$ cat src/common/hcsr_cfg.svh
`ifndef HCSR_CFG_SVH
`define HCSR_CFG_SVH

// Register byte offsets
`define HCSR_OFS_CMD      8'h00
`define HCSR_OFS_STS      8'h04
`define HCSR_OFS_CFG      8'h08
`define HCSR_OFS_CAP      8'h0c
`define HCSR_OFS_IRQ_STS  8'h10
`define HCSR_OFS_IRQ_MASK 8'h14
`define HCSR_OFS_AUX      8'h18
`define HCSR_OFS_VF_SLOT  8'h1c

// Command register fields
`define HCSR_CMD_RUN_STOP 0
`define HCSR_CMD_LRESET   7
`define HCSR_CMD_SAVE     8
`define HCSR_CMD_RESTORE  9

// Status register fields
`define HCSR_STS_HALTED   0
`define HCSR_STS_SAVE     8
`define HCSR_STS_RESTORE  9

// Config, capability and interrupt fields
`define HCSR_CFG_FLUSH    0
`define HCSR_CAP_LRESET   0
`define HCSR_IRQ_SAVE     0
`define HCSR_IRQ_RESTORE  1
`define HCSR_IRQ_LRESET   2
`define HCSR_IRQ_W        3

// Light reset supported by this build
`define HCSR_LRESET_IMPL  1'b1

// Reset values
`define HCSR_RST_AUX      32'h0000_0000
`define HCSR_RST_VF_SLOT  8'hff
`define HCSR_VF_SLOT_W    8

// Operation lengths in aclk cycles
`define HCSR_SAVE_CYC     8'd16
`define HCSR_FLUSH_CYC    8'd32
`define HCSR_RESTORE_CYC  8'd16
`define HCSR_LRESET_CYC   8'd8

// Bus responses
`define HCSR_RESP_OKAY    2'h0
`define HCSR_RESP_SLVERR  2'h2

`endif

$ cat src/common/hcsr_pkg.sv
package hcsr_pkg;

  typedef enum logic [2:0] {
    eng_idle,
    eng_save,
    eng_flush,
    eng_restore,
    eng_lreset
  } hcsr_eng_state_t;

  typedef struct packed {
    logic save;
    logic restore;
    logic lreset;
    logic flush_en;
  } hcsr_eng_req_t;

  typedef struct packed {
    logic save_busy;
    logic restore_busy;
    logic lreset_busy;
    logic flush_active;
    logic save_done;
    logic restore_done;
    logic lreset_done;
  } hcsr_eng_sts_t;

endpackage

$ cat src/design/hcsr_state_engine.sv
`timescale 1ns/1ps
`include "hcsr_cfg.svh"

module hcsr_state_engine (
  // Clock and reset
  input  wire logic                   aclk,
  input  wire logic                   aresetn,
  // Start requests as one-cycle pulses, with the flush enable as a level
  input  wire hcsr_pkg::hcsr_eng_req_t req,
  // Progress and completion
  output hcsr_pkg::hcsr_eng_sts_t      sts
);

  hcsr_pkg::hcsr_eng_state_t state_r;
  hcsr_pkg::hcsr_eng_state_t state_nxt;
  logic [7:0]                cnt_r;
  logic [7:0]                cnt_nxt;
  logic                      flush_r;
  logic                      flush_nxt;
  hcsr_pkg::hcsr_eng_sts_t   sts_r;
  hcsr_pkg::hcsr_eng_sts_t   sts_nxt;

  always_comb begin
    state_nxt = state_r;
    cnt_nxt   = cnt_r;
    flush_nxt = flush_r;
    sts_nxt   = '0;
    case (state_r)
      hcsr_pkg::eng_idle: begin
        // One operation at a time; a light reset outranks save and restore
        if (req.lreset) begin
          state_nxt = hcsr_pkg::eng_lreset;
          cnt_nxt   = `HCSR_LRESET_CYC;
        end else if (req.save) begin
          state_nxt = hcsr_pkg::eng_save;
          cnt_nxt   = `HCSR_SAVE_CYC;
          flush_nxt = req.flush_en;
        end else if (req.restore) begin
          state_nxt = hcsr_pkg::eng_restore;
          cnt_nxt   = `HCSR_RESTORE_CYC;
        end
      end
      hcsr_pkg::eng_save: begin
        if (cnt_r == 8'h01) begin
          if (flush_r) begin
            state_nxt = hcsr_pkg::eng_flush;
            cnt_nxt   = `HCSR_FLUSH_CYC;
          end else begin
            state_nxt        = hcsr_pkg::eng_idle;
            sts_nxt.save_done = 1'b1;
          end
        end else begin
          cnt_nxt = cnt_r - 8'h01;
        end
      end
      hcsr_pkg::eng_flush: begin
        if (cnt_r == 8'h01) begin
          state_nxt         = hcsr_pkg::eng_idle;
          sts_nxt.save_done = 1'b1;
        end else begin
          cnt_nxt = cnt_r - 8'h01;
        end
      end
      hcsr_pkg::eng_restore: begin
        if (cnt_r == 8'h01) begin
          state_nxt            = hcsr_pkg::eng_idle;
          sts_nxt.restore_done = 1'b1;
        end else begin
          cnt_nxt = cnt_r - 8'h01;
        end
      end
      hcsr_pkg::eng_lreset: begin
        if (cnt_r == 8'h01) begin
          state_nxt           = hcsr_pkg::eng_idle;
          sts_nxt.lreset_done = 1'b1;
        end else begin
          cnt_nxt = cnt_r - 8'h01;
        end
      end
      default: begin
        state_nxt = hcsr_pkg::eng_idle;
      end
    endcase
    sts_nxt.save_busy    = (state_nxt == hcsr_pkg::eng_save) ||
                           (state_nxt == hcsr_pkg::eng_flush);
    sts_nxt.flush_active = (state_nxt == hcsr_pkg::eng_flush);
    sts_nxt.restore_busy = (state_nxt == hcsr_pkg::eng_restore);
    sts_nxt.lreset_busy  = (state_nxt == hcsr_pkg::eng_lreset);
  end

  always_ff @(posedge aclk) begin
    if (!aresetn) begin
      state_r <= hcsr_pkg::eng_idle;
      cnt_r   <= 8'h00;
      flush_r <= 1'b0;
      sts_r   <= '0;
    end else begin
      state_r <= state_nxt;
      cnt_r   <= cnt_nxt;
      flush_r <= flush_nxt;
      sts_r   <= sts_nxt;
    end
  end

  assign sts = sts_r;

endmodule // hcsr_state_engine

$ cat src/design/hcsr_top.sv
`timescale 1ns/1ps
`include "hcsr_cfg.svh"

// Function
// - Light reset leaves every auxiliary-well register at its prior value.
// - Light reset disables this function's slots, stops its run bit and clears the context flush enable.
// - Without light reset support, the light-reset flag always reads zero.
// - Light-reset flag reads one while in progress, zero when done.
// - Light-reset flag works only when light-reset capability reads one.
// - Save trigger is command bit 8, resets zero; saves state when halted.
// - Save with context flush enabled also writes out cached contexts.
// - No save when trigger written zero or controller not halted.
// - Save trigger bit always reads zero.
// - Restore trigger is command bit 9, resets zero; restores when halted.
// - No restore when written zero, running, or not halted.
// - Restore trigger bit always reads zero.
// - Save and restore completion shown by their in-progress status flags.

module hcsr_top (
  // Clock and reset
  input  wire logic        aclk,
  input  wire logic        aresetn,
  // AXI4-Lite write address
  input  wire logic [7:0]  s_axi_awaddr,
  input  wire logic        s_axi_awvalid,
  output logic             s_axi_awready,
  // AXI4-Lite write data
  input  wire logic [31:0] s_axi_wdata,
  input  wire logic [3:0]  s_axi_wstrb,
  input  wire logic        s_axi_wvalid,
  output logic             s_axi_wready,
  // AXI4-Lite write response
  output logic [1:0]       s_axi_bresp,
  output logic             s_axi_bvalid,
  input  wire logic        s_axi_bready,
  // AXI4-Lite read address
  input  wire logic [7:0]  s_axi_araddr,
  input  wire logic        s_axi_arvalid,
  output logic             s_axi_arready,
  // AXI4-Lite read data
  output logic [31:0]      s_axi_rdata,
  output logic [1:0]       s_axi_rresp,
  output logic             s_axi_rvalid,
  input  wire logic        s_axi_rready,
  // Controller state
  output logic             run_stop,
  output logic             controller_halted_status,
  output logic [7:0]       vf_slot_en,
  output logic             ctx_flush_active,
  // Interrupt
  output logic             irq
);

  function automatic logic mapped(input logic [7:0] a);
    mapped = (a == `HCSR_OFS_CMD) || (a == `HCSR_OFS_STS) ||
             (a == `HCSR_OFS_CFG) || (a == `HCSR_OFS_CAP) ||
             (a == `HCSR_OFS_IRQ_STS) || (a == `HCSR_OFS_IRQ_MASK) ||
             (a == `HCSR_OFS_AUX) || (a == `HCSR_OFS_VF_SLOT);
  endfunction

  function automatic logic [31:0] merge(input logic [31:0] old, input logic [31:0] d,
                                        input logic [3:0] strb);
    merge = old;
    for (int i = 0; i < 4; i++) begin
      if (strb[i]) begin
        merge[i*8 +: 8] = d[i*8 +: 8];
      end
    end
  endfunction

  // Write channel state
  logic                        aw_hold_r, aw_hold_nxt;
  logic [7:0]                  aw_addr_r, aw_addr_nxt;
  logic                        w_hold_r, w_hold_nxt;
  logic [31:0]                 w_data_r, w_data_nxt;
  logic [3:0]                  w_strb_r, w_strb_nxt;
  logic                        bvalid_r, bvalid_nxt;
  logic [1:0]                  bresp_r, bresp_nxt;
  // Read channel state
  logic                        rvalid_r, rvalid_nxt;
  logic [31:0]                 rdata_r, rdata_nxt;
  logic [1:0]                  rresp_r, rresp_nxt;
  // Registers
  logic                        run_stop_r, run_stop_nxt;
  logic                        halted_r, halted_nxt;
  logic                        flush_en_r, flush_en_nxt;
  logic [`HCSR_IRQ_W-1:0]      irq_sts_r, irq_sts_nxt;
  logic [`HCSR_IRQ_W-1:0]      irq_mask_r, irq_mask_nxt;
  logic [31:0]                 aux_r, aux_nxt;
  logic [`HCSR_VF_SLOT_W-1:0]  slot_r, slot_nxt;
  logic                        irq_r, irq_nxt;
  // Engine
  hcsr_pkg::hcsr_eng_req_t     eng_req;
  hcsr_pkg::hcsr_eng_sts_t     eng_sts;
  logic                        eng_idle;
  logic                        wr_fire;
  logic                        rd_fire;
  logic [31:0]                 cmd_rd;
  logic [31:0]                 sts_rd;
  logic [31:0]                 wmerged;
  logic [`HCSR_IRQ_W-1:0]      irq_events;

  hcsr_state_engine i_hcsr_state_engine (
    .aclk    (aclk),
    .aresetn (aresetn),
    .req     (eng_req),
    .sts     (eng_sts)
  );

  assign eng_idle = !(eng_sts.save_busy || eng_sts.restore_busy || eng_sts.lreset_busy);
  assign wr_fire  = aw_hold_r && w_hold_r && !bvalid_r;
  assign rd_fire  = s_axi_arvalid && !rvalid_r;

  // Readback views; save and restore trigger bits are not stored so they always read zero
  always_comb begin
    cmd_rd                       = 32'h0000_0000;
    cmd_rd[`HCSR_CMD_RUN_STOP]   = run_stop_r;
    cmd_rd[`HCSR_CMD_LRESET]     = `HCSR_LRESET_IMPL & eng_sts.lreset_busy;
    cmd_rd[`HCSR_CMD_SAVE]       = 1'b0;
    cmd_rd[`HCSR_CMD_RESTORE]    = 1'b0;
    sts_rd                       = 32'h0000_0000;
    sts_rd[`HCSR_STS_HALTED]     = halted_r;
    sts_rd[`HCSR_STS_SAVE]       = eng_sts.save_busy;
    sts_rd[`HCSR_STS_RESTORE]    = eng_sts.restore_busy;
  end

  assign irq_events = {eng_sts.lreset_done, eng_sts.restore_done, eng_sts.save_done};

  // Bus channels
  always_comb begin
    aw_hold_nxt = aw_hold_r;
    aw_addr_nxt = aw_addr_r;
    w_hold_nxt  = w_hold_r;
    w_data_nxt  = w_data_r;
    w_strb_nxt  = w_strb_r;
    bvalid_nxt  = bvalid_r;
    bresp_nxt   = bresp_r;
    if (s_axi_awvalid && !aw_hold_r) begin
      aw_hold_nxt = 1'b1;
      aw_addr_nxt = s_axi_awaddr;
    end
    if (s_axi_wvalid && !w_hold_r) begin
      w_hold_nxt = 1'b1;
      w_data_nxt = s_axi_wdata;
      w_strb_nxt = s_axi_wstrb;
    end
    if (bvalid_r && s_axi_bready) begin
      bvalid_nxt = 1'b0;
    end
    if (wr_fire) begin
      aw_hold_nxt = 1'b0;
      w_hold_nxt  = 1'b0;
      bvalid_nxt  = 1'b1;
      bresp_nxt   = mapped(aw_addr_r) ? `HCSR_RESP_OKAY : `HCSR_RESP_SLVERR;
    end
    rvalid_nxt = rvalid_r;
    rdata_nxt  = rdata_r;
    rresp_nxt  = rresp_r;
    if (rvalid_r && s_axi_rready) begin
      rvalid_nxt = 1'b0;
    end
    if (rd_fire) begin
      rvalid_nxt = 1'b1;
      rresp_nxt  = `HCSR_RESP_OKAY;
      if (s_axi_araddr == `HCSR_OFS_CMD) begin
        rdata_nxt = cmd_rd;
      end else if (s_axi_araddr == `HCSR_OFS_STS) begin
        rdata_nxt = sts_rd;
      end else if (s_axi_araddr == `HCSR_OFS_CFG) begin
        rdata_nxt = {31'h0000_0000, flush_en_r};
      end else if (s_axi_araddr == `HCSR_OFS_CAP) begin
        rdata_nxt = {31'h0000_0000, `HCSR_LRESET_IMPL};
      end else if (s_axi_araddr == `HCSR_OFS_IRQ_STS) begin
        rdata_nxt = {29'h0000_0000, irq_sts_r};
      end else if (s_axi_araddr == `HCSR_OFS_IRQ_MASK) begin
        rdata_nxt = {29'h0000_0000, irq_mask_r};
      end else if (s_axi_araddr == `HCSR_OFS_AUX) begin
        rdata_nxt = aux_r;
      end else if (s_axi_araddr == `HCSR_OFS_VF_SLOT) begin
        rdata_nxt = {24'h00_0000, slot_r};
      end else begin
        rdata_nxt = 32'h0000_0000;
        rresp_nxt = `HCSR_RESP_SLVERR;
      end
    end
  end

  // Register writes and command triggers
  always_comb begin
    run_stop_nxt = run_stop_r;
    flush_en_nxt = flush_en_r;
    irq_mask_nxt = irq_mask_r;
    aux_nxt      = aux_r;
    slot_nxt     = slot_r;
    eng_req      = '0;
    eng_req.flush_en = flush_en_r;
    wmerged      = 32'h0000_0000;
    if (wr_fire) begin
      if (aw_addr_r == `HCSR_OFS_CMD) begin
        wmerged = merge(cmd_rd, w_data_r, w_strb_r);
        // Run/stop is frozen while a light reset is under way
        if (!eng_sts.lreset_busy) begin
          run_stop_nxt = wmerged[`HCSR_CMD_RUN_STOP];
        end
        // Overlapping requests are refused while the engine is busy
        if (eng_idle) begin
          eng_req.lreset  = wmerged[`HCSR_CMD_LRESET] & `HCSR_LRESET_IMPL;
          eng_req.save    = wmerged[`HCSR_CMD_SAVE] & halted_r;
          eng_req.restore = wmerged[`HCSR_CMD_RESTORE] & halted_r &
                            !run_stop_r;
        end
      end else if (aw_addr_r == `HCSR_OFS_CFG) begin
        wmerged      = merge({31'h0000_0000, flush_en_r}, w_data_r, w_strb_r);
        flush_en_nxt = wmerged[`HCSR_CFG_FLUSH];
      end else if (aw_addr_r == `HCSR_OFS_IRQ_MASK) begin
        wmerged      = merge({29'h0000_0000, irq_mask_r}, w_data_r, w_strb_r);
        irq_mask_nxt = wmerged[`HCSR_IRQ_W-1:0];
      end else if (aw_addr_r == `HCSR_OFS_AUX) begin
        aux_nxt = merge(aux_r, w_data_r, w_strb_r);
      end else if (aw_addr_r == `HCSR_OFS_VF_SLOT) begin
        wmerged  = merge({24'h00_0000, slot_r}, w_data_r, w_strb_r);
        slot_nxt = wmerged[`HCSR_VF_SLOT_W-1:0];
      end
    end
    // Light reset clears this function's run bit, slots and flush enable; aux is kept
    if (eng_req.lreset) begin
      run_stop_nxt = 1'b0;
      slot_nxt     = '0;
      flush_en_nxt = 1'b0;
      aux_nxt      = aux_r;
    end
    halted_nxt = !run_stop_r;
  end

  // Interrupt status; a read clears, an event in the same cycle still sets
  always_comb begin
    irq_sts_nxt = irq_sts_r;
    if (rd_fire && (s_axi_araddr == `HCSR_OFS_IRQ_STS)) begin
      irq_sts_nxt = '0;
    end
    irq_sts_nxt = irq_sts_nxt | irq_events;
    irq_nxt     = |(irq_sts_nxt & irq_mask_nxt);
  end

  always_ff @(posedge aclk) begin
    if (!aresetn) begin
      aw_hold_r  <= 1'b0;
      aw_addr_r  <= 8'h00;
      w_hold_r   <= 1'b0;
      w_data_r   <= 32'h0000_0000;
      w_strb_r   <= 4'h0;
      bvalid_r   <= 1'b0;
      bresp_r    <= `HCSR_RESP_OKAY;
      rvalid_r   <= 1'b0;
      rdata_r    <= 32'h0000_0000;
      rresp_r    <= `HCSR_RESP_OKAY;
      run_stop_r <= 1'b0;
      halted_r   <= 1'b1;
      flush_en_r <= 1'b0;
      irq_sts_r  <= '0;
      irq_mask_r <= '0;
      aux_r      <= `HCSR_RST_AUX;
      slot_r     <= `HCSR_RST_VF_SLOT;
      irq_r      <= 1'b0;
    end else begin
      aw_hold_r  <= aw_hold_nxt;
      aw_addr_r  <= aw_addr_nxt;
      w_hold_r   <= w_hold_nxt;
      w_data_r   <= w_data_nxt;
      w_strb_r   <= w_strb_nxt;
      bvalid_r   <= bvalid_nxt;
      bresp_r    <= bresp_nxt;
      rvalid_r   <= rvalid_nxt;
      rdata_r    <= rdata_nxt;
      rresp_r    <= rresp_nxt;
      run_stop_r <= run_stop_nxt;
      halted_r   <= halted_nxt;
      flush_en_r <= flush_en_nxt;
      irq_sts_r  <= irq_sts_nxt;
      irq_mask_r <= irq_mask_nxt;
      aux_r      <= aux_nxt;
      slot_r     <= slot_nxt;
      irq_r      <= irq_nxt;
    end
  end

  assign s_axi_awready            = !aw_hold_r;
  assign s_axi_wready             = !w_hold_r;
  assign s_axi_bvalid             = bvalid_r;
  assign s_axi_bresp              = bresp_r;
  assign s_axi_arready            = !rvalid_r;
  assign s_axi_rvalid             = rvalid_r;
  assign s_axi_rdata              = rdata_r;
  assign s_axi_rresp              = rresp_r;
  assign run_stop                 = run_stop_r;
  assign controller_halted_status = halted_r;
  assign vf_slot_en               = slot_r;
  assign ctx_flush_active         = eng_sts.flush_active;
  assign irq                      = irq_r;

endmodule // hcsr_top

$ cat config.mk
export PLATFORM = sky130hd
export DESIGN_NAME = hcsr_top
export DESIGN_NICKNAME = d
export VERILOG_FILES = /design/src/common/hcsr_pkg.sv /design/src/design/hcsr_state_engine.sv /design/src/design/hcsr_top.sv
export VERILOG_INCLUDE_DIRS = /design/src /design/src/common
export SDC_FILE = /design/constraint.sdc
export NUM_CORES = 1
export LEC_CHECK = 0
export BUFFER_PORTS_ARGS = -buffer_cell sky130_fd_sc_hd__buf_2
export CAP_MARGIN = 20
export CORE_MARGIN = 2
export CORE_UTILIZATION = 30
export CTS_BUF_LIST = sky130_fd_sc_hd__clkbuf_4 sky130_fd_sc_hd__clkbuf_8 sky130_fd_sc_hd__clkbuf_16
export DETAILED_ROUTE_END_ITERATION = 8
export HOLD_SLACK_MARGIN = 0.03
export REMOVE_ABC_BUFFERS = 1
export SKIP_CTS_REPAIR_TIMING = 1
export SYNTH_ARGS = -nofsm -noshare
export SYNTH_HDL_FRONTEND = slang
export SYNTH_SLANG_ARGS = --single-unit
$ cat constraint.sdc
create_clock -name aclk -period 2.68 [get_ports aclk]
set_input_delay 0.536 -clock aclk [delete_from_list [all_inputs] [get_ports aclk]]
set_output_delay 0.536 -clock aclk [all_outputs]
set_load 0.02 [all_outputs]
## Yosys cells after proc, flatten, opt, wreduce, memory -nomap -nowiden

Cells that the tools add are included.

- Register bits: 153

- $add $sub $neg: 1
- Eq/ne operators: 30
- Muxes and demuxes: 60
- Bitwise operators: 11
- Reduce and logical (&&, ||, !) cells: 47

Operators with widths:

| operator | number |
|---|---|
| $mux 32 | 7 |
| $mux 8 | 16 |
| $eq 8x5->1 const B | 8 |
| $mux 3 | 14 |
| $reduce_and 7->1 | 5 |
| $eq 8x4->1 const B | 4 |
| $mux 2 | 13 |
| $pmux 8 s3 | 1 |
| $eq 8x3->1 const B | 2 |
| $logic_not 8->1 | 2 |
| $eq 3x2->1 const B | 4 |
| $reduce_and 4->1 | 3 |
| $logic_or 1x1->1 | 10 |
| $ne 2x2->1 const B | 5 |
| $reduce_bool 2->1 | 5 |
| $pmux 3 s3 | 1 |
| $eq 8x1->1 const B | 1 |
| $logic_and 1x1->1 | 8 |
| $sub 8x1->8 const B | 1 |
| $mux 1 | 7 |
| $eq 3x1->1 const B | 2 |
| $eq 3x3->1 const B | 2 |
| $not 1->1 | 6 |
| $reduce_or 3->1 | 2 |
| other kinds (12) | 20 |

## Depth between registers and ports, before layout

Gate-level depths: netlist (run 1).

- Depth after elaboration: 14
- Gate-level depth with buffers: 9

## Modules after synthesis

Synthesis (run 1) repeated with hierarchy kept, for this count alone.

- Cells, all modules: 713
- Area, all modules: 6,358.6 µm²

Modules (own cells, without submodules):

| module | instances | cells an instance | area an instance (µm²) |
|---|---|---|---|
| hcsr_top | 1 | 587 | 5,290.1 |
| hcsr_state_engine | 1 | 126 | 1,068.5 |

## Least setup slack after synthesis (run 1)

No wires, ideal clock.

- Path type: input to register
- Start point: input port s_axi_araddr[6]
- End point: register rdata_r[12] (netlist: s_axi_rdata[12])
- Arrival time: 2.187 ns
- Required time: 2.615 ns
- Setup slack: 0.427 ns
- Stages: 7
- Buffers on the path: 1
- Path through: or4_1 -> nor4_4 -> nand2_1 -> nor2_1 -> buf_2 -> a22oi_1 -> nor2b_1

- Cells in the longest elaborated chain, start to end: 8

Ends and longest elaborated chain:

| what | line | source |
|---|---|---|
| start, declared | hcsr_top.sv:37 | `input wire logic [7:0] s_axi_araddr,` |
| $eq 8x5->1 (no line) | n/a |  |
| $mux 32 | hcsr_top.sv:177 | `` end else if (s_axi_araddr == `HCSR_OFS_AUX) begin `` |
| $mux 32 | hcsr_top.sv:175 | `` end else if (s_axi_araddr == `HCSR_OFS_IRQ_MASK) begin `` |
| $mux 32 | hcsr_top.sv:173 | `` end else if (s_axi_araddr == `HCSR_OFS_IRQ_STS) begin `` |
| $mux 32 | hcsr_top.sv:171 | `` end else if (s_axi_araddr == `HCSR_OFS_CAP) begin `` |
| $mux 32 | hcsr_top.sv:169 | `` end else if (s_axi_araddr == `HCSR_OFS_CFG) begin `` |
| $mux 32 | hcsr_top.sv:167 | `` end else if (s_axi_araddr == `HCSR_OFS_STS) begin `` |
| $mux 32 * | hcsr_top.sv:165 | `` if (s_axi_araddr == `HCSR_OFS_CMD) begin `` |
| end signal, assigned | hcsr_top.sv:274 | `rdata_r <= rdata_nxt;` |
| end, declared | hcsr_top.sv:81 | `logic [31:0] rdata_r, rdata_nxt;` |

Mark *: on every way between the ends. The rest lies on a longest branch, timed or not.
A chain may end at the register's enable or synchronous reset.

## Final worst setup path (run 1)

- Start point: register w_hold_r
- End point: register irq_r (netlist: irq)

- Cells in the longest elaborated chain, start to end: 5

Ends and longest elaborated chain:

| what | line | source |
|---|---|---|
| start, declared | hcsr_top.sv:74 | `logic w_hold_r, w_hold_nxt;` |
| start signal, assigned | hcsr_top.sv:268 | `w_hold_r <= w_hold_nxt;` |
| $logic_and 1x1->1 (2 in series) | hcsr_top.sv:111 | `assign wr_fire = aw_hold_r && w_hold_r && !bvalid_r;` |
| $mux 3 | hcsr_top.sv:198 | `if (wr_fire) begin` |
| $and 3x3->3 | hcsr_top.sv:242 | `irq_nxt = \|(irq_sts_nxt & irq_mask_nxt);` |
| $reduce_or 3->1 | hcsr_top.sv:242 |  |
| end signal, assigned | hcsr_top.sv:283 | `irq_r <= irq_nxt;` |
| end, declared | hcsr_top.sv:91 | `logic irq_r, irq_nxt;` |

Every way passes these cells.

==> results of run 1 <==
[flip-flops by register name (all words and copies together) (netlist names), 3 cells and up]
name / cells
w_data_r: 32
s_axi_rdata: 32
aw_addr_r: 8
i_hcsr_state_engine.cnt_r: 8
i_hcsr_state_engine.state_r: 3
i_hcsr_state_engine.sts: 7
aux_r: 32
irq_sts_r: 3
w_strb_r: 4
irq_mask_r: 3
vf_slot_en: 8
[stage by stage]
stage | power (W) | cells | setup WS [ns] | util [%]
after global placement | 0.00268 | 1045 | 0.227 | 34.8
after floorplan | 0.00253 | 654 | -0.0534 | -
after detailed placement | 0.00268 | 1045 | 0.170 | 34.8
after global routing | 0.00530 | 1077 | 0.00696 | 37.8
final | 0.00509 | 1077 | 0.225 | 37.8
after CTS | 0.00516 | 1077 | 0.231 | 37.8
[metal layers]
metal	wire length [microns]	vias to the layer above	part of all wire, %	GRT usage (%)
met5	0	-	0	0
met4	202	0	1.3	4.86
met3	593	18	3.8	2.98
met2	7160	90	46	23.2
met1	7610	2288	49	19.4
li1	-	2582	-	-
[cells by family (layout without fill, tap and decap cells)]
family | Yosys count | in the layout | synth area share, %
AND/OR/NAND/NOR | 313 | 313 | 25.0
flip-flops | 151 | 151 | 48.5
AO/OA/AOI/OAI | 139 | 139 | 16.6
buffers and inverters | 55 | 167 | 3.59
multiplexers | 29 | 29 | 5.28
XOR/XNOR | 4 | 4 | 0.562
adder cells (fa/ha/maj) | 2 | 2 | 0.401
other | 1 | 2 | 0.0601
[cell type report]
class / count / share of cell area (%)
multi-input combinational: 489 / 39.1
sequential: 151 / 39.4
clock buffer: 21 / 6.01
clock inverter: 11 / 1.96
timing repair buffer: 121 / 8.47
inverter: 14 / 0.684
tap: 270 / 4.40
[synth_stat cells, types with 3 or more instances]
master and n:
inv_1 14, xnor2_1 3, nand2b_1 6, o211a_1 4
nand3_1 17, nand2_1 163, nor3_1 13, a21oi_1 11
nor2b_1 56, o21ai_0 13, o22ai_1 4, a21boi_0 61
nor2_1 19, or3_1 4, clkbuf_1 35, mux4_2 3
mux2i_1 25, nand3b_1 3, nor4_1 5, a22oi_1 25
dfxtp_1 151, and2_1 7
[power groups by stage]
stage / Combinational, W / Sequential [W] / Clock [W]
floorplan: 0.000152 / 0.00237 / 0
global placement: 0.000300 / 0.00238 / 0
detailed placement: 0.000302 / 0.00238 / 0
CTS: 0.000304 / 0.00233 / 0.00253
global route: 0.000331 / 0.00234 / 0.00263
finish: 0.000298 / 0.00233 / 0.00246
[worst max-delay path by stage]
| stage | from | end | slack [ns] | cells past startpoint |
|---|---|---|---|---|
| final | w_hold_r$_SDFFE_PP0P_ | irq$_SDFF_PN0_ | 0.23 | 7 |
| after global routing | w_hold_r$_SDFFE_PP0P_ | irq$_SDFF_PN0_ | 0.007 | 7 |
| after CTS | w_hold_r$_SDFFE_PP0P_ | irq$_SDFF_PN0_ | 0.23 | 7 |
| after detailed placement | s_axi_araddr[6] | irq$_SDFF_PN0_ | 0.17 | 6 |
| after global placement | s_axi_araddr[6] | irq$_SDFF_PN0_ | 0.23 | 6 |
| after floorplan | s_axi_araddr[6] | s_axi_rdata[8]$_SDFFE_PN0P_ | -0.05 | 6 |
[placed cells by master (no fill, tap or decap), types with 14 or more instances in the layout]
master,netlist,final
nand2_1,163,163
dfxtp_1,151,151
buf_2,2,108
a21boi_0,61,61
nor2b_1,56,55
mux2i_1,25,25
a22oi_1,25,25
nor2_1,19,18
nand3_1,17,17
clkbuf_16,0,17
inv_1,14,14
[critical path, delay by kind of cell (launching register included)]
family / cells / cell delay, ns
muxes: 1 / 0.26
and+or+nand+nor: 5 / 1.47
buffers and inverters: 1 / 0.18
DFF: 1 / 0.42
==> flow_metrics.tcl, run 1 <==
set metrics [dict create \
    fp.dieH_microns 148 \
    ios 112 \
    clkSinkCount 151 \
    synthCells 694 \
    multi_input_area_sq_um 3000 \
    reg2reg_setup_slack_ns 0.23 \
    reg2reg_from "w_hold_r$_SDFFE_PP0P_" \
    critPathLaunchType "flip-flop" \
    firstDrtPassIters 4 \
    p_comb_share_pct 5.9 \
    hp-start "s_axi_awvalid" \
    clkTransAtPathRegs_ns 0.06 \
    synthToLayoutAreaGrowth_pct 23.1 \
    io_buffers 109 \
    synth_top_area_share_pct 48.5 \
    hold_viol_final 0 \
    critPathKind "flip-flop to flip-flop" \
    yosys-top-cells-area "dfxtp_1 48%, nand2_1 9.8%, a21boi_0 7.3%" \
    insertion_delay_ns 0.42 \
    hold_ws_ns 0.342 \
    yosys_warnings 0 \
    avgSynthCellArea_sq_um 8.98 \
    tns_ns 0 \
    route.final.wire_length_microns 15600 \
    drt_iter0_markers 304 \
    internal_power_w 0.00394 \
    antenna_found_initial 0 \
    die_w_microns 148 \
    place_congestion 0.797 \
    fin_crit_sh_pct 91.6 \
    cap_violations 0 \
    cts-root-buf "clkbuf_16" \
    synth_edf_count 0 \
    clock_skew_ns 0.00754 \
    drtAntennaViolNets 0 \
    ys_ff_latch 151 \
    detailroute.via_count 4978 \
    synthFlopType "dfxtp_1" \
    avgRoutedWirePerCell_microns 14.5 \
    setup_viol 0 \
    status "complete, no violations" \
    leakagePower_nw 3.02 \
    first_global_vias 4743 \
    p_sw_w 0.00116 \
    tightest_slew_ns 0.635 \
    grt_overflow 0 \
    synthDistinctLibCells 64 \
    grt_usage_pct 14.5 \
    path_max_fanout 5 \
    antenna_cells 0 \
    cts_tree "yes" \
    p_clk_share_pct 48.4 \
    path_cells "nor4bb_1 > nand3_1 > nor4b_2 > buf_4 > mux2i_1 > nor2b_1 > or3_1" \
    vdd_drop_max_mv 0.320 \
    min_path_cells 3 \
    r2r_cells 7 \
    seq_area_frac_synth_pct 48.5 \
    fin_area_sq_um 7680 \
    register_area_sq_um 3020 \
    syn-cell-area_sq_um 6230 \
    core-area_sq_um 20300 \
    n_fill_cell 2097 \
    ctsHtreeMaxLevel 4 \
    async_reset_ff_share_pct 0 \
    hold_class "primary input to flip-flop" \
    synth_top_area_cell "dfxtp_1" \
    grt_max_degree 63 \
    cts_made_buffers 17 \
    report.final.slew_viol_count 0 \
    min_to "aw_hold_r$_SDFFE_PP0P_" \
    max_stage_delay_ns 0.52 \
    dpl_cell_area_sq_um 7070 \
    drive_above_1_share_pct 21.4 \
    rsz0062_at_grt "no" \
    seqPwrFrac_pct 45.7 \
    fin_nets 855 \
    place.detailed.hpwl_microns 10500 \
    fmax_mhz 407 \
    rows 52 \
    drc_errors 0 \
    p_per_area_nw_per_um2 663 \
    dieArea_sq_um 22000 \
    switching_share_pct 22.7 \
    cp.required_ns 2.98 \
    grt_pass1_wl_microns 25000 \
    start_util_pct 30.7 \
    cts_buffer_depth 2 \
    crit_slowest_cell "nor4bb_1" \
    slew_headroom_pct 57.6 \
    end_kind "flip-flop" \
    fin_crit_ns 2.45 \
    r2r-end "irq$_SDFF_PN0_" \
    critical_path_arrival_ns 2.75 \
    via_per_inst 4.62 \
]
Power figures use the tool's default switching activity.
==> run 2, diff against run 1 <==
Settings changed: CTS_BUF_LIST sky130_fd_sc_hd__clkbuf_4 sky130_fd_sc_hd__clkbuf_8 sky130_fd_sc_hd__clkbuf_16 to default.
==> run 2 against run 1 <==
Effect of this change:
- die area unchanged
- largest cell class unchanged
- clock power is essentially flat
- critical path type unchanged
- worst hold slack lost 0.00089 ns
- worst setup slack worse by 0.010 ns
- register-to-register slack is essentially flat
==> flow_metrics.tcl, run 2 (synthesized netlist as in run 1, its figures left out) <==
set metrics [dict create \
    clkSinkCount 151 \
    crit_buf_inv 1 \
    layout_common_cells "163 x nand2_1, 151 x dfxtp_1, 108 x buf_2, 61 x a21boi_0, 55 x nor2b_1" \
    rsz0062_at_grt "no" \
    p_comb_share_pct 5.9 \
    fin_util_pct 37.8 \
    ios 112 \
    layout_setup_ws_ns 0.215 \
    critPathLaunchType "flip-flop" \
    antenna_found_initial 0 \
    p_clk_share_pct 48.1 \
    critPathKind "flip-flop to flip-flop" \
    fin_crit_ns 2.47 \
    leakagePower_nw 3.01 \
    seqPwrFrac_pct 46.0 \
    critical_path_arrival_ns 2.77 \
    insertion_delay_ns 0.42 \
    ctsHtreeMaxLevel 4 \
    cts-root-buf "clkbuf_16" \
    path_cells "nor4bb_1 > nand3_1 > nor4b_2 > buf_4 > mux2i_1 > nor2b_1 > or3_1" \
    grt_pass1_wl_microns 24900 \
    drive_above_1_share_pct 21.1 \
    die_w_microns 148 \
    hold_viol_final 0 \
    dieArea_sq_um 22000 \
    via_per_inst 4.62 \
    final_common_cell "nand2_1" \
    cts_made_buffers 17 \
    hold_class "primary input to flip-flop" \
    cts_buffer_depth 2 \
    max_stage_delay_ns 0.52 \
    internal_power_w 0.00390 \
    io_buffers 109 \
    fmax_mhz 406 \
    clock_skew_ns 0.00864 \
    drt_iter0_markers 276 \
    cts_tree "yes" \
    slew_headroom_pct 58.7 \
    fin_nets 855 \
    report.final.slew_viol_count 0 \
    place_congestion 0.797 \
    end_kind "flip-flop" \
    grt_usage_pct 14.4 \
    rows 52 \
    grt_max_degree 63 \
    fp.dieH_microns 148 \
    vdd_drop_max_mv 0.322 \
    p_per_area_nw_per_um2 660 \
    start_util_pct 30.7 \
    tightest_slew_ns 0.619 \
    path_max_fanout 5 \
    switching_share_pct 22.8 \
    cap_violations 0 \
    dp_slack_ns 0.170 \
    firstDrtPassIters 4 \
    core-area_sq_um 20300 \
    p_sw_w 0.00116 \
    cp.required_ns 2.98 \
    avgRoutedWirePerCell_microns 14.4 \
    fin_area_sq_um 7670 \
    setup_viol 0 \
    antenna_cells 0 \
    drc_errors 0 \
    dpl_cell_area_sq_um 7070 \
    first_global_vias 4737 \
    fin_crit_sh_pct 92.0 \
    route.final.wire_length_microns 15500 \
    drtAntennaViolNets 0 \
    status "complete, no violations" \
    clkTransAtPathRegs_ns 0.06 \
    cp_top_family "simple AND/OR/NAND/NOR gates" \
    detailroute.via_count 4975 \
    synthToLayoutAreaGrowth_pct 23.0 \
    crit_slowest_cell "nor4bb_1" \
    place.detailed.hpwl_microns 10500 \
    grt_overflow 0 \
]
[run 2: cell counts in the layout (fill, tap and decap cells not counted)]
Identical to the previous run, type by type.
[run 2: metal layers]
metal / track usage [%] / share of wire (%) / vias up
li1: - / - / 2581
met1: 19.4 / 49 / 2282
met2: 23.1 / 46 / 94
met3: 2.98 / 3.7 / 18
met4: 4.86 / 1.3 / 0
met5: 0 / 0 / -
[run 2: power by group through the flow]
stage          Clock, W  Combinational (W)  Sequential [W]
2_1_floorplan         0           0.000152         0.00237
3_3_place_gp          0           0.000300         0.00238
3_5_place_dp          0           0.000302         0.00238
4_1_cts         0.00250           0.000304         0.00233
5_1_grt         0.00260           0.000331         0.00234
6_report        0.00243           0.000297         0.00233
[run 2: worst min-delay path: stages]
cell and delay [ns]:
buf_2 0.09, nor2_1 0.03, nor2_1 0.06
[run 2: area by class of cell]
type | instances | area, sq um
repair buffers | 121 | 651
multi-input cells | 489 | 3000
clock buffers | 21 | 450
clock inverters | 11 | 150
fillers | 2099 | 12600
inverters | 14 | 52.6
well taps | 270 | 338
flip-flops and latches | 151 | 3020
[run 2: per-stage QoR]
step | hold slack (ns) | TNS [ns] | power (W) | cells
floorplan | 0.440 | -0.107 | 0.00253 | 654
global placement | 0.447 | 0 | 0.00268 | 1045
detailed placement | 0.456 | 0 | 0.00268 | 1045
CTS | 0.324 | 0 | 0.00513 | 1077
global route | 0.338 | 0 | 0.00526 | 1077
finish | 0.341 | 0 | 0.00506 | 1077
[run 2: worst paths after layout]
check	to	slack, ns	start	cells after the start
worst max-delay path	irq$_SDFF_PN0_	0.21	w_hold_r$_SDFFE_PP0P_	7
worst min-delay path	aw_hold_r$_SDFFE_PP0P_	0.34	s_axi_awvalid	3
worst max register to register	irq$_SDFF_PN0_	0.21	w_hold_r$_SDFFE_PP0P_	7
worst min register to register	aux_r[25]$_SDFFE_PN0P_	0.46	w_data_r[25]$_SDFFE_PN0P_	2
==> run 3, diff against run 2 <==
Settings changed: CORE_UTILIZATION 30 to 29.
==> run 3 against run 2 <==
Effect of this change:
- combinational power decreased by 1%
- clock power up 9.5%
- register-to-register slack better by 0.11 ns
- worst setup slack improved by 0.11 ns
- via count is 1.4% higher
- final cell count is 0.56% higher
- maximum frequency grew 4.9%
- die area rose by 3.4%
- critical path depth unchanged
- critical endpoint unchanged
- largest power group unchanged
- highest routed layer unchanged
==> flow_metrics.tcl, run 3 (synthesized netlist as in run 1, its figures left out) <==
set metrics [dict create \
    die_w_microns 151 \
    rows 53 \
    synthToLayoutAreaGrowth_pct 24.2 \
    grt_pass1_wl_microns 24800 \
    fin_crit_sh_pct 87.7 \
    leakagePower_nw 3.04 \
    clock_skew_ns 0.00980 \
    dpl.cell_count 1051 \
    grt_overflow 0 \
    cts_buffer_depth 2 \
    n_fill_cell 2170 \
    route.final.wire_length_microns 15400 \
    layout_common_cells "163 x nand2_1, 151 x dfxtp_1, 108 x buf_2, 61 x a21boi_0, 55 x nor2b_1" \
    crit_slowest_cell "nor4bb_1" \
    clkTransAtPathRegs_ns 0.06 \
    fin_nets 856 \
    rsz0062_at_grt "no" \
    cts-root-buf "clkbuf_16" \
    first_global_vias 4716 \
    path_cells "nor4bb_1 > nand3_1 > nor4b_2 > buf_4 > mux2i_1 > nor2b_1 > or3_1" \
    tightest_slew_ns 0.569 \
    detailroute.via_count 5047 \
    insertion_delay_ns 0.42 \
    vdd_drop_max_mv 0.332 \
    place_congestion 0.788 \
    place.detailed.hpwl_microns 10600 \
    end_kind "flip-flop" \
    critPathKind "flip-flop to flip-flop" \
    grt_usage_pct 14.1 \
    cts_made_buffers 17 \
    fp.dieH_microns 151 \
    ios 112 \
    grt_max_degree 55 \
    via_per_inst 4.66 \
    max_stage_delay_ns 0.49 \
    critical_path_arrival_ns 2.66 \
    report.final.slew_viol_count 0 \
    drc_errors 0 \
    p_per_area_nw_per_um2 682 \
    crit_buf_inv 1 \
    hold_class "primary input to flip-flop" \
    cp.required_ns 2.99 \
    cap_violations 0 \
    fmax_mhz 425 \
    final_common_cell "nand2_1" \
    start_util_pct 29.6 \
    ctsHtreeMaxLevel 4 \
    avgRoutedWirePerCell_microns 14.2 \
    core-area_sq_um 21100 \
    cts_tree "yes" \
    slew_headroom_pct 61.7 \
    fin_crit_ns 2.35 \
    critPathLaunchType "flip-flop" \
    path_max_fanout 5 \
    drtAntennaViolNets 0 \
    hold_viol_final 0 \
    firstDrtPassIters 5 \
    final_cells 1083 \
    status "complete, no violations" \
    setup_viol 0 \
    drt_iter0_markers 243 \
    io_buffers 109 \
    antenna_cells 0 \
    antenna_found_initial 0 \
    power_w 0.00528 \
    drive_above_1_share_pct 21.4 \
    cp_top_family "simple AND/OR/NAND/NOR gates" \
    clkSinkCount 151 \
    tns_ns 0 \
    dieArea_sq_um 22700 \
]
==> run 3: layout make-up <==
| class | count | area, sq um | area share [%] |
|---|---|---|---|
| Tap cell | 275 | 344 | 4.44 |
| Inverter | 14 | 52.6 | 0.679 |
| Clock buffer | 21 | 470 | 6.07 |
| Clock inverter | 11 | 195 | 2.52 |
| Timing Repair Buffer | 122 | 658 | 8.50 |
| Multi-Input combinational cell | 489 | 3000 | 38.8 |
| Sequential cell | 151 | 3020 | 39.0 |
==> run 3: worst reg2reg max path: cells and delay by family, from the launching register on <==
kind | cells | cell delay (ns)
simple gates | 5 | 1.38
buf+inv | 1 | 0.18
mux | 1 | 0.26
flops | 1 | 0.42
==> run 3: per-stage QoR <==
stage | setup slack, ns | cell area (sq um) | util, % | hold slack (ns)
after global placement | 0.315 | 7080 | 33.6 | 0.448
after CTS | 0.296 | 7740 | 36.7 | 0.332
after floorplan | -0.0534 | 6070 | - | 0.440
after detailed placement | 0.295 | 7080 | 33.6 | 0.454
after global routing | 0.151 | 7740 | 36.7 | 0.349
final | 0.329 | 7740 | 36.7 | 0.345
==> run 3: routing by layer <==
layer / up-vias / GRT usage, % / routed length (microns)
li1: 2587 / - / -
met1: 2350 / 19.0 / 7540
met2: 94 / 22.0 / 7060
met3: 16 / 3.39 / 634
met4: 0 / 5.23 / 202
met5: - / 0 / 0
==> run 3: power by group <==
| part | switching [W] | total [W] | internal [W] |
|---|---|---|---|
| combinational | 0.000171 | 0.000293 | 0.000122 |
| sequential | 0.0000395 | 0.00233 | 0.00229 |
| clock | 0.000931 | 0.00266 | 0.00173 |
| total | 0.00114 | 0.00528 | 0.00414 |
==> run 3: final timing paths <==
check / slack [ns] / to / cells past startpoint / start
worst max-delay path: 0.33 / irq$_SDFF_PN0_ / 7 / w_hold_r$_SDFFE_PP0P_
worst min-delay path: 0.35 / aw_hold_r$_SDFFE_PP0P_ / 3 / s_axi_awvalid
worst max register to register: 0.33 / irq$_SDFF_PN0_ / 7 / w_hold_r$_SDFFE_PP0P_
worst min register to register: 0.46 / aux_r[8]$_SDFFE_PN0P_ / 2 / aux_r[8]$_SDFFE_PN0P_
